**src/timer_zero_pkg.sv**
```systemverilog
`default_nettype none
package timer_zero_pkg;
    // register byte offsets on the bus
    localparam logic [7:0] OFS_COUNT = 8'h00;
    localparam logic [7:0] OFS_OPTION = 8'h04;
    localparam logic [7:0] OFS_INTCTL = 8'h08;
    localparam logic [7:0] OFS_SLEEP = 8'h0c;
    // option register fields
    localparam int OPT_PS_LSB = 0;
    localparam int OPT_PSA_BIT = 3;
    localparam int OPT_EDGE_BIT = 4;
    localparam int OPT_SRC_BIT = 5;
    // interrupt control fields
    localparam int ICTL_FLAG_BIT = 2;
    localparam int ICTL_EN_BIT = 5;
    // reset values
    localparam logic [7:0] COUNT_RESET = 8'h00;
    localparam logic [7:0] OPTION_RESET = 8'h00;
    localparam logic [7:0] PRESCALE_RESET = 8'h00;
    // cycles of increment hold-off after a counter write
    localparam logic [1:0] WRITE_HOLD_CYCLES = 2'h2;
    localparam logic [7:0] COUNT_MAX = 8'hff;
    // internal phase sequence for sampling the external pin
    typedef enum logic [1:0] {PH_ONE, PH_TWO, PH_THREE, PH_FOUR} phase_t;
endpackage : timer_zero_pkg
`default_nettype wire

```
**src/pin_edge_sync.sv**
```systemverilog
`default_nettype none
module pin_edge_sync
    import timer_zero_pkg::*;
(
    input wire logic clk,
    input wire logic rst,
    input wire logic pinIn,
    input wire logic fallingSel,
    output logic edgePulse
);
    phase_t phase_r;
    logic sampleTwo_r;
    logic sampleFour_r;
    logic prevLevel_r;
    wire logic polLevel = sampleFour_r ^ fallingSel;
    wire logic phaseFour = (phase_r == PH_FOUR);

    // pin sampled on phase two, re-sampled on phase four
    always_ff @(posedge clk) begin
        if (rst) begin
            phase_r <= PH_ONE;
            sampleTwo_r <= 1'b0;
            sampleFour_r <= 1'b0;
            prevLevel_r <= 1'b0;
        end else begin
            case (phase_r)
                PH_ONE: phase_r <= PH_TWO;
                PH_TWO: phase_r <= PH_THREE;
                PH_THREE: phase_r <= PH_FOUR;
                PH_FOUR: phase_r <= PH_ONE;
                default: phase_r <= PH_ONE;
            endcase
            if (phase_r == PH_TWO) begin
                sampleTwo_r <= pinIn;
            end
            if (phaseFour) begin
                sampleFour_r <= sampleTwo_r;
                prevLevel_r <= polLevel;
            end
        end
    end

    // active edge chosen by polarity
    assign edgePulse = phaseFour & polLevel & ~prevLevel_r;
endmodule : pin_edge_sync
`default_nettype wire

```
**src/prescale_div.sv**
```systemverilog
`default_nettype none
module prescale_div
    import timer_zero_pkg::*;
(
    input wire logic clk,
    input wire logic rst,
    input wire logic clear,
    input wire logic tickIn,
    input wire logic bypass,
    input wire logic [2:0] ratioSel,
    output logic tickOut
);
    logic [7:0] count_r;
    logic [7:0] count_nxt;
    wire logic [7:0] lastVal = (8'h02 << ratioSel) - 8'h01;

    always_comb begin
        count_nxt = count_r;
        if (clear || bypass) begin
            count_nxt = PRESCALE_RESET;
        end else if (tickIn) begin
            count_nxt = (count_r >= lastVal) ? PRESCALE_RESET
                                             : count_r + 8'h01;
        end
    end

    always_ff @(posedge clk) begin
        if (rst) begin
            count_r <= PRESCALE_RESET;
        end else begin
            count_r <= count_nxt;
        end
    end

    // ratio 2^(k+1), undivided when handed to the watchdog
    assign tickOut = bypass ? tickIn
                   : (tickIn && !clear && count_r >= lastVal);
endmodule : prescale_div
`default_nettype wire

```
**src/timer_zero.sv**
```systemverilog
// Notes on behaviour
// eight-bit count register, timer of cycles or counter of pin edges.
// timer mode with no prescaler adds one each cycle.
// a write to the count stops counting for two cycles.
// counter mode counts pin edges; edge select picks rising or falling.
// source select one means pin counting, zero means cycle timing.
// prescaler serves timer or watchdog; assign bit zero gives it to timer.
// timer prescaler offers eight ratios from 1:2 to 1:256.
// prescale field k divides by two to the power k plus one.
// assign bit set: prescaler to watchdog, timer counts at 1:1.
// prescaler hidden; counter writes clear it while timer owns it.
// software clears watchdog and counter before moving the prescaler.
// wrap from ff to 00 sets the overflow flag regardless of enable.
// only software clears the overflow flag.
// interrupt request only when flag and enable are both set.
// sleep stops the timer so overflow cannot wake the core.
// counter mode pin sampled on phase two and phase four.
// count register holds its value through sleep.
// reset clears counter, prescaler, flag and enable.
//
// Our own choices: the register addresses and the AHB-Lite slave port.
`default_nettype none
module timer_zero
    import timer_zero_pkg::*;
(
    input wire logic clk,
    input wire logic rst,
    input wire logic hsel,
    input wire logic [31:0] haddr,
    input wire logic [1:0] htrans,
    input wire logic hwrite,
    input wire logic [2:0] hsize,
    input wire logic [31:0] hwdata,
    input wire logic hready,
    output logic [31:0] hrdata,
    output logic hreadyout,
    output logic hresp,
    input wire logic externalCountInput,
    output logic overflowIrq,
    output logic prescaleToWatchdog,
    output logic [2:0] watchdogPrescaleSelect
);
    logic [7:0] timerCount_r;
    logic [7:0] option_r;
    logic overflowFlag_r;
    logic overflowEnable_r;
    logic sleep_r;
    logic [1:0] hold_r;
    logic wrPend_r;
    logic [7:0] wrAddr_r;
    logic [31:0] hrdata_r;
    logic overflowIrq_r;
    logic prescaleToWatchdog_r;
    logic [2:0] watchdogPrescale_r;
    logic [7:0] timerCount_nxt;
    logic overflowFlag_nxt;
    logic [1:0] hold_nxt;

    function automatic logic addrIs(input logic [7:0] a,
                                    input logic [7:0] ofs);
        addrIs = (a == ofs);
    endfunction : addrIs

    // bus decode
    wire logic addrPhase = hsel && hready && htrans[1];
    wire logic [7:0] aLow = haddr[7:0];
    wire logic rdCount = addrIs(aLow, OFS_COUNT);
    wire logic rdOption = addrIs(aLow, OFS_OPTION);
    wire logic rdIntctl = addrIs(aLow, OFS_INTCTL);
    wire logic rdSleep = addrIs(aLow, OFS_SLEEP);
    wire logic wrCount = wrPend_r && addrIs(wrAddr_r, OFS_COUNT);
    wire logic wrOption = wrPend_r && addrIs(wrAddr_r, OFS_OPTION);
    wire logic wrIntctl = wrPend_r && addrIs(wrAddr_r, OFS_INTCTL);
    wire logic wrSleep = wrPend_r && addrIs(wrAddr_r, OFS_SLEEP);

    // mode decode
    wire logic pinMode = option_r[OPT_SRC_BIT];
    wire logic psaWdt = option_r[OPT_PSA_BIT];
    wire logic [2:0] psSel = option_r[OPT_PS_LSB +: 3];
    wire logic edgeFall = option_r[OPT_EDGE_BIT];

    logic pinEdge;
    logic preTick;
    pin_edge_sync u_sync (
        .clk(clk),
        .rst(rst),
        .pinIn(externalCountInput),
        .fallingSel(edgeFall),
        .edgePulse(pinEdge)
    );

    // source pick, frozen in sleep
    wire logic rawTick = !sleep_r && (pinMode ? pinEdge : 1'b1);
    // a count write clears the prescaler while the timer owns it
    wire logic preClear = wrCount && !psaWdt;

    prescale_div u_pre (
        .clk(clk),
        .rst(rst),
        .clear(preClear),
        .tickIn(rawTick),
        .bypass(psaWdt),
        .ratioSel(psSel),
        .tickOut(preTick)
    );

    wire logic doInc = preTick && (hold_r == 2'h0) && !wrCount;
    wire logic wrap = doInc && (timerCount_r == COUNT_MAX);

    always_comb begin
        timerCount_nxt = timerCount_r;
        hold_nxt = hold_r;
        if (wrCount) begin
            timerCount_nxt = hwdata[7:0];
            hold_nxt = WRITE_HOLD_CYCLES;
        end else begin
            if (hold_r != 2'h0) begin
                hold_nxt = hold_r - 2'h1;
            end
            if (doInc) begin
                timerCount_nxt = timerCount_r + 8'h01;
            end
        end
    end

    always_comb begin
        overflowFlag_nxt = overflowFlag_r;
        if (wrIntctl) begin
            overflowFlag_nxt = hwdata[ICTL_FLAG_BIT];
        end
        if (wrap) begin
            overflowFlag_nxt = 1'b1;
        end
    end

    wire logic [31:0] readWord =
        rdCount ? {24'h000000, timerCount_r} :
        rdOption ? {24'h000000, option_r} :
        rdIntctl ? {26'h0000000, overflowEnable_r, 2'h0,
                    overflowFlag_r, 2'h0} :
        rdSleep ? {31'h00000000, sleep_r} : 32'h00000000;

    always_ff @(posedge clk) begin
        if (rst) begin
            timerCount_r <= COUNT_RESET;
            hold_r <= 2'h0;
            overflowFlag_r <= 1'b0;
        end else begin
            timerCount_r <= timerCount_nxt;
            hold_r <= hold_nxt;
            overflowFlag_r <= overflowFlag_nxt;
        end
    end

    always_ff @(posedge clk) begin
        if (rst) begin
            option_r <= OPTION_RESET;
            overflowEnable_r <= 1'b0;
            sleep_r <= 1'b0;
        end else begin
            if (wrOption) begin
                option_r <= hwdata[7:0];
            end
            if (wrIntctl) begin
                overflowEnable_r <= hwdata[ICTL_EN_BIT];
            end
            if (wrSleep) begin
                sleep_r <= hwdata[0];
            end
        end
    end

    always_ff @(posedge clk) begin
        if (rst) begin
            wrPend_r <= 1'b0;
            wrAddr_r <= 8'h00;
            hrdata_r <= 32'h00000000;
        end else begin
            wrPend_r <= addrPhase && hwrite;
            wrAddr_r <= aLow;
            if (addrPhase && !hwrite) begin
                hrdata_r <= readWord;
            end
        end
    end

    always_ff @(posedge clk) begin
        if (rst) begin
            overflowIrq_r <= 1'b0;
            prescaleToWatchdog_r <= 1'b0;
            watchdogPrescale_r <= 3'h0;
        end else begin
            overflowIrq_r <= overflowFlag_nxt && overflowEnable_r;
            prescaleToWatchdog_r <= psaWdt;
            watchdogPrescale_r <= psSel;
        end
    end

    assign hrdata = hrdata_r;
    assign hreadyout = 1'b1;
    assign hresp = 1'b0;
    assign overflowIrq = overflowIrq_r;
    assign prescaleToWatchdog = prescaleToWatchdog_r;
    assign watchdogPrescaleSelect = watchdogPrescale_r;

    wrap_sets_flag_a: assert property (@(posedge clk) disable iff (rst)
        wrap |=> overflowFlag_r)
        else $error("overflow wrap did not set flag");

    flag_sticky_a: assert property (@(posedge clk) disable iff (rst)
        overflowFlag_r && !wrIntctl |=> overflowFlag_r)
        else $error("flag cleared without software");

    write_hold_a: assert property (@(posedge clk) disable iff (rst)
        wrCount |=> !doInc [*2])
        else $error("count advanced inside write hold");

    timer_step_a: assert property (@(posedge clk) disable iff (rst)
        !pinMode && psaWdt && !sleep_r && hold_r == 2'h0 && !wrCount
        |=> timerCount_r == $past(timerCount_r) + 8'h01)
        else $error("undivided timer failed to step");

    sleep_hold_a: assert property (@(posedge clk) disable iff (rst)
        sleep_r && !wrCount |=> $stable(timerCount_r))
        else $error("count moved during sleep");

    irq_gate_a: assert property (@(posedge clk) disable iff (rst)
        overflowIrq_r |-> $past(overflowEnable_r))
        else $error("irq without enable");

    pin_only_a: assert property (@(posedge clk) disable iff (rst)
        pinMode && !pinEdge |-> !doInc)
        else $error("counter mode stepped without edge");

    div_two_a: assert property (@(posedge clk) disable iff (rst)
        preTick && !psaWdt && psSel == 3'h0 && !preClear && !wrOption
        |=> !preTick)
        else $error("divide by two ticked twice in a row");

    // reset leaves count, flag and enable cleared
    reset_clear_a: assert property (@(posedge clk)
        rst
        |=> timerCount_r == COUNT_RESET && !overflowFlag_r
            && !overflowEnable_r)
        else $error("reset left state behind");

    option_load_a: assert property (@(posedge clk) disable iff (rst)
        wrOption
        |=> option_r == $past(hwdata[7:0]))
        else $error("option write not taken");

    enable_load_a: assert property (@(posedge clk) disable iff (rst)
        wrIntctl
        |=> overflowEnable_r == $past(hwdata[ICTL_EN_BIT]))
        else $error("enable write not taken");

    soft_clear_a: assert property (@(posedge clk) disable iff (rst)
        wrIntctl && !hwdata[ICTL_FLAG_BIT] && !wrap
        |=> !overflowFlag_r)
        else $error("software clear of flag lost");

    set_wins_a: assert property (@(posedge clk) disable iff (rst)
        wrIntctl && wrap
        |=> overflowFlag_r)
        else $error("clear beat a wrap in the same cycle");

    flag_source_a: assert property (@(posedge clk) disable iff (rst)
        !overflowFlag_r && !wrap && !wrIntctl
        |=> !overflowFlag_r)
        else $error("flag set with no wrap");

    count_load_a: assert property (@(posedge clk) disable iff (rst)
        wrCount
        |=> timerCount_r == $past(hwdata[7:0]))
        else $error("count write not taken");

    hold_load_a: assert property (@(posedge clk) disable iff (rst)
        wrCount
        |=> hold_r == WRITE_HOLD_CYCLES)
        else $error("write hold not armed");

    pre_clear_a: assert property (@(posedge clk) disable iff (rst)
        preClear
        |=> u_pre.count_r == PRESCALE_RESET)
        else $error("count write left prescaler running");

    bypass_idle_a: assert property (@(posedge clk) disable iff (rst)
        psaWdt
        |=> u_pre.count_r == PRESCALE_RESET)
        else $error("prescaler moved while given away");

    owner_copy_a: assert property (@(posedge clk) disable iff (rst)
        1'b1
        |=> prescaleToWatchdog_r == $past(psaWdt)
            && watchdogPrescale_r == $past(psSel))
        else $error("prescaler owner outputs stale");

    irq_follow_a: assert property (@(posedge clk) disable iff (rst)
        overflowFlag_r && overflowEnable_r && !wrIntctl
        |=> overflowIrq_r)
        else $error("irq missing with flag and enable");

    step_size_a: assert property (@(posedge clk) disable iff (rst)
        !wrCount
        |=> timerCount_r == $past(timerCount_r)
            || timerCount_r == $past(timerCount_r) + 8'h01)
        else $error("count jumped by more than one");

    sleep_flag_a: assert property (@(posedge clk) disable iff (rst)
        sleep_r && !wrIntctl && !overflowFlag_r
        |=> !overflowFlag_r)
        else $error("overflow raised during sleep");

    edge_phase_a: assert property (@(posedge clk) disable iff (rst)
        pinEdge
        |-> u_sync.phase_r == PH_FOUR)
        else $error("pin edge off phase four");

    edge_space_a: assert property (@(posedge clk) disable iff (rst)
        pinEdge
        |=> !pinEdge [*3])
        else $error("pin edges closer than four cycles");

    read_capture_a: assert property (@(posedge clk) disable iff (rst)
        addrPhase && !hwrite
        |=> hrdata_r == $past(readWord))
        else $error("read data not captured");
endmodule : timer_zero
`default_nettype wire

```
**config.mk**
```make
export PLATFORM = sky130hd
export DESIGN_NAME = timer_zero
export DESIGN_NICKNAME = d
export VERILOG_FILES = /design/src/timer_zero_pkg.sv /design/src/pin_edge_sync.sv /design/src/prescale_div.sv /design/src/timer_zero.sv
export SDC_FILE = /design/constraint.sdc
export NUM_CORES = 1
export LEC_CHECK = 0
export ABC_AREA = 1
export BUFFER_PORTS_ARGS = -buffer_cell sky130_fd_sc_hd__buf_2
export CAP_MARGIN = 20
export CELL_PAD_IN_SITES_DETAIL_PLACEMENT = 0
export CELL_PAD_IN_SITES_GLOBAL_PLACEMENT = 1
export CORE_MARGIN = 2
export CORE_UTILIZATION = 25
export CTS_CLUSTER_DIAMETER = 30
export DETAILED_ROUTE_END_ITERATION = 12
export PLACE_DENSITY_LB_ADDON = 0.1
export SKIP_CTS_REPAIR_TIMING = 1
export SLEW_MARGIN = 30
export SYNTH_ARGS = -nofsm -noshare
export SYNTH_HDL_FRONTEND = slang
export SYNTH_SLANG_ARGS = --single-unit
export TNS_END_PERCENT = 5
```
**constraint.sdc**
```tcl
create_clock -name clk -period 3.1 [get_ports clk]
set_input_delay 0.31 -clock clk [delete_from_list [all_inputs] [get_ports clk]]
set_output_delay 0.31 -clock clk [all_outputs]
set_load 0.02 [all_outputs]
```
Word-level counts from Yosys, hierarchy flattened
Cells that the tools add are included.
W data, S select, Z words.
Storage, ports and cells
  bits in registers: 80
  input port bits: 75
  word-level logic and storage cells: 83
  output and inout port bits: 39
Cells by class
  reductions and logical operators: 31
  equal/unequal tests: 10
  order comparisons: 1
  multiplexer cells: 14
  shift operators: 1
  bitwise operators: 4
  add/sub/neg operators: 4
Operator list (count)
  $mux W8: 5
  $eq A8 B4 Y1 const B: 4
  $add A8 B1 Y8 const B: 2
  $eq A8 B3 Y1 const B: 2
  $logic_and A1 B1 Y1: 16
  $logic_not A8 Y1: 2
  $eq A8 B8 Y1 const B: 1
  $ge A8 B8 Y1: 1
  $pmux W2 S4: 1
  $shl A2 B3 Y8 const A: 1
  $sub A8 B1 Y8 const B: 1
  $mux W6: 1
  $reduce_bool A2 Y1: 3
  $logic_not A1 Y1: 5
  $mux W1: 5
  $eq A2 B2 Y1 const B: 2
  $logic_not A2 Y1: 2
  $mux W2: 2
  $reduce_or A2 Y1: 2
  $and A1 B1 Y1: 2
  $eq A2 B1 Y1 const B: 1
  $sub A2 B1 Y2 const B: 1
  $logic_or A1 B1 Y1: 1
  $not A1 Y1: 1
  $xor A1 B1 Y1: 1

Logic depth before layout (Yosys ltp)
  depth after elaboration: 13
  depth in mapped cells: 15
  depth with buffers taken out: 14

Modules after synthesis
A second synthesis with hierarchy kept.
Unflattened totals
  cell total of the unflattened synthesis: 447
  area, all modules: 3130.5 um^2
Modules (own cells, without submodules)
  timer_zero: area each 2209.6 um^2, sequential area each 860.8 um^2, cells an instance 324, times used 1
  prescale_div: area each 669.4 um^2, sequential area each 160.2 um^2, cells an instance 94, times used 1
  pin_edge_sync: area each 251.5 um^2, sequential area each 100.1 um^2, cells an instance 29, times used 1

Worst setup path before layout
Ideal clock, no wire load.
  kind: register to register
  from: reg option_r[2]
  to: reg timerCount_r[7]
  data required time: 2.966 ns
  stages on the path, launching flop included: 13
  clock period less this slack: 1.807 ns
  setup slack: 1.293 ns
  path buffers: 1
  data arrival time: 1.673 ns
  setup time: 0.134 ns
  cells stage by stage: dfxtp_1 > clkbuf_1 > nand3_1 > ha_1 > a21o_1 > nor2_1 > nand2_2 > nand2_1 > nand2_2 > nand2_4 > nand2_4 > nand2_1 > a21oi_1
On the way
  longest elaborated chain between the ends: 8
RTL lines
  start: declaration: line timer_zero.sv:44  | logic [7:0] option_r;
  start signal: assignment: line timer_zero.sv:162  | option_r <= hwdata[7:0];
  $shl A2 B3 Y8: line prescale_div.sv:15  | wire logic [7:0] lastVal = (8'h02 << ratioSel) - 8'h01;
  $sub A8 B1 Y8: line prescale_div.sv:15
  $ge A8 B8 Y1: line prescale_div.sv:37  | : (tickIn && !clear && count_r >= lastVal);
  $logic_and A1 B1 Y1: line prescale_div.sv:37
  $mux W1: line prescale_div.sv:36  | assign tickOut = bypass ? tickIn
  $logic_and A1 B1 Y1 (2 in a row): line timer_zero.sv:107  | wire logic doInc = preTick && (hold_r == 2'h0) && !wrCount;
  $reduce_bool A2 Y1 (no source line)
  end signal: assignment: line timer_zero.sv:149  | timerCount_r <= timerCount_nxt;
  end: declaration: line timer_zero.sv:43  | logic [7:0] timerCount_r;
No other way between the ends.
A chain may end at the register's enable or synchronous reset.

Worst setup path after layout
Ends and elaborated chain as after synthesis.

==> key figures <==
Synthesis
  • Top post-synthesis cells by area: dfxtp_1, nand2_1, buf_4
  • Main combinational cell family by area after synthesis: simple AND/OR/NAND/NOR gates
  • Mean Syn Cell Area: 7.37 sq um
  • Synth Area in XOR/XNOR: 2.06%
  • Top cell type's share of synthesized area: 37.7%
  • Warnings from Yosys: 0
  • Share of flip-flops with an asynchronous set or reset: 0%
  • Yosys cell types: 38
  • Simple-Gate Fraction of Synth Area: 26.5%
  • Synth Area in Adders: 5.47%
  • Post-synthesis mux area share: 0%
  • Most frequent cell after synthesis: nand2_1
  • Post-synth top cells: nand2_1, dfxtp_1, inv_1, nor2_1, a21oi_1
  • EDFF count, synth: 0
  • Seq/Total Area, Yosys: 37.7%
  • Post-synth top area cell: dfxtp_1
  • Mapped Area: 2970 sq um
  • Synth Register Bits: 56
  • Post-Synthesis Cells: 403
  • Compound-Gate Fraction of Synth Area: 12.9%
  • Top_reg_cell synth: dfxtp_1

Power
  • Power share of the combinational group: 23.3%
  • Maximum vdd drop: 207 uV
  • Seq pwr share: 44.7%
  • Switching share of power: 33.3%
  • Clock power frac: 32.0%
  • Cell Pwr Density: 552 nW/um^2
  • LEAKAGE: 1.49 nW
  • Switch Pwr: 0.612 mW
  • Pint: 1.22 mW

Global routing
  • Global-route wire length before repair: 11.9 mm
  • Number of global-route vias before repair: 2356
  • Initial antenna violation count: 0
  • GR Overflow Total: 0
  • GRT Total Usage: 11.9%
  • Largest net degree at the start of global routing: 28

Floorplanning
  • I/O pin count: 114
  • Initial Util: 25.8%
  • Die Area: 12800 sq um
  • Die X: 113 microns
  • FP Rows: 39
  • Die Ht: 113 microns
  • Core Area: 11500 sq um

Clock tree
  • CTS max path bufs: 2
  • Skew-Pair Late Insertion Delay: 0.29 ns
  • Clock Sinks: 56
  • CTS tree: done
  • Clk root buf: clkbuf_16
  • # H-tree levels: 2
  • CTS clk-pin slew, worst paths: 0.07 ns
  • CTS buffer count: 5

Setup path
  • Crit start category: flop
  • Crit. End Element: flop
  • Worst-path maximum fanout: 9
  • CP Buf/Inv Count: 0
  • Setup CP Type: flop to flop
  • Critical Path AT: 2.19 ns
  • WP data required: 3.26 ns
  • Largest stage delay on the critical path: 0.49 ns
  • Delay-heaviest family, CP: simple AND/OR/NAND/NOR gates
  • Slowest-stage cell, CP: dfxtp_1
  • CP cell instances: nand3_1, ha_1, a21o_1, nor2_1, nand2_2, nand2_1, nand2_2, nand2_4, nand2_4, nand2_1, a21oi_1

STA
  • Worst slew pin tran: 0.584 ns
  • Final-report hold violation count: 0
  • Clock Skews: 0.00594 ns
  • Final count of negative-setup-slack endpoints: 0
  • Worst hold slack: 0.234 ns
  • Max Fclk: 0.492 GHz
  • Final Cycle Share: 65.6%
  • Min Clock Period, post-route: 2.03 ns
  • Max-slew headroom: 61.1%
  • Slew Limit Fails: 0
  • Final TNS setup: 0 ns
  • RSZ-0062 raised after global routing: no

Route
  • WL final: 7.48 mm
  • Detailed-route via count: 2482
  • Routed Antenna Nets: 0
  • DRT Pass-1 Iters: 8
  • 1st-iter DRT viols: 79
  • DRC Markers: 3
  • Via density: 4.29
  • DR WL/cell: 12.9 microns

Place
  • GP Congestion: 0.724
  • # port buffers: 35
  • Placed cells: 570
  • Half-perimeter wire length after detailed placement: 5.68 mm

Run status
  • Outcome: complete, but fails checks
  • Failing checks: design-rule violations

Final layout
  • Layout Cells excl Fill: 578
  • Area Growth Syn to Fin: 12.0%
  • Antenna diodes: 0
  • Layout net count: 522
  • Layout cell share with drive strength beyond 1: 15.9%

Run
  • Max cap viols: 0

Hold path
  • Worst hold path type: primary input to flop
power groups by stage:
stage          clock network, mW  logic, mW  registers [mW]
2_1_floorplan                  0      0.342           0.823
3_3_place_gp                   0      0.432           0.837
3_5_place_dp                   0      0.434           0.836
4_1_cts                    0.619      0.436           0.819
5_1_grt                    0.643      0.486           0.827
6_report                   0.589      0.428           0.821
kinds of logic after synthesis:
group                      count (synthesis)
AOI/OAI and AO/OA                         71
xor gates and xnor gates                   7
other                                      2
adders and majority gates                 13
buffers and inverters                     87
and+or+nand+nor                          167
DFF                                       56
layout make-up:
cell class                      count  area, sq um
Multi-Input combinational cell    284         1490
Timing Repair Buffer               37          190
Sequential cell                    56         1120
Clock buffer                        7          143
Tap cell                          143          179
Inverter                           50          193
Clock inverter                      1         7.51
Fill cell                        1312         8190
metal layers:
metal | vias to the layer above | GRT usage [%] | share of wire (%)
li1 | 1309 | - | -
met1 | 1133 | 16.1 | 50
met2 | 35 | 19.8 | 46
met3 | 5 | 2.62 | 3.3
met4 | 0 | 2.44 | 0.80
met5 | - | 0 | 0
cells in the final DEF (no fill, tap or decap), types with 7 or more instances in the layout:
cell and instances:
a21oi_1 34, nor2_1 41, nand3_1 21, ha_1 13, o21ai_0 20, conb_1 26
buf_2 35, nand2_1 72, inv_1 47, nand4_1 7, dfxtp_1 56
per-stage QoR:
stage	cell area [sq um]	util, %	power, mW	setup WS, ns
6_report	3330	28.9	1.84	1.07
5_1_grt	3330	28.9	1.96	0.891
4_1_cts	3330	28.9	1.87	1.05
3_5_place_dp	3180	27.6	1.27	1.06
3_3_place_gp	3180	27.6	1.27	1.09
2_1_floorplan	3060	-	1.16	1.29
worst register-to-register path, cell delays in order (launching register included):
cell	delay [ns]
dfxtp_1	0.49
nand3_1	0.14
ha_1	0.30
a21o_1	0.18
nor2_1	0.12
nand2_2	0.10
nand2_1	0.08
nand2_2	0.08
nand2_4	0.15
nand2_4	0.12
nand2_1	0.09
a21oi_1	0.05
state kept, by name, indices dropped and copies added, names as in the netlist, 2 cells and up:
register and cells:
hold_r 2, hrdata 8, option_r 8, timerCount_r 8
u_pre.count_r 8, u_sync.phase_r 2, watchdogPrescaleSelect 3, wrAddr_r 8
final timing paths:
| path | from | end | slack (ns) | depth (start not counted) |
|---|---|---|---|---|
| setup / recovery | option_r[2] | timerCount_r[7] | 1.07 | 11 |
| hold / removal | haddr[4] | wrAddr_r[4] | 0.23 | 3 |
| setup reg to reg | option_r[2] | timerCount_r[7] | 1.07 | 11 |
| hold reg to reg | hold_r[0] | hold_r[0] | 0.44 | 1 |
No activity file was read; power rests on OpenSTA's default activity.
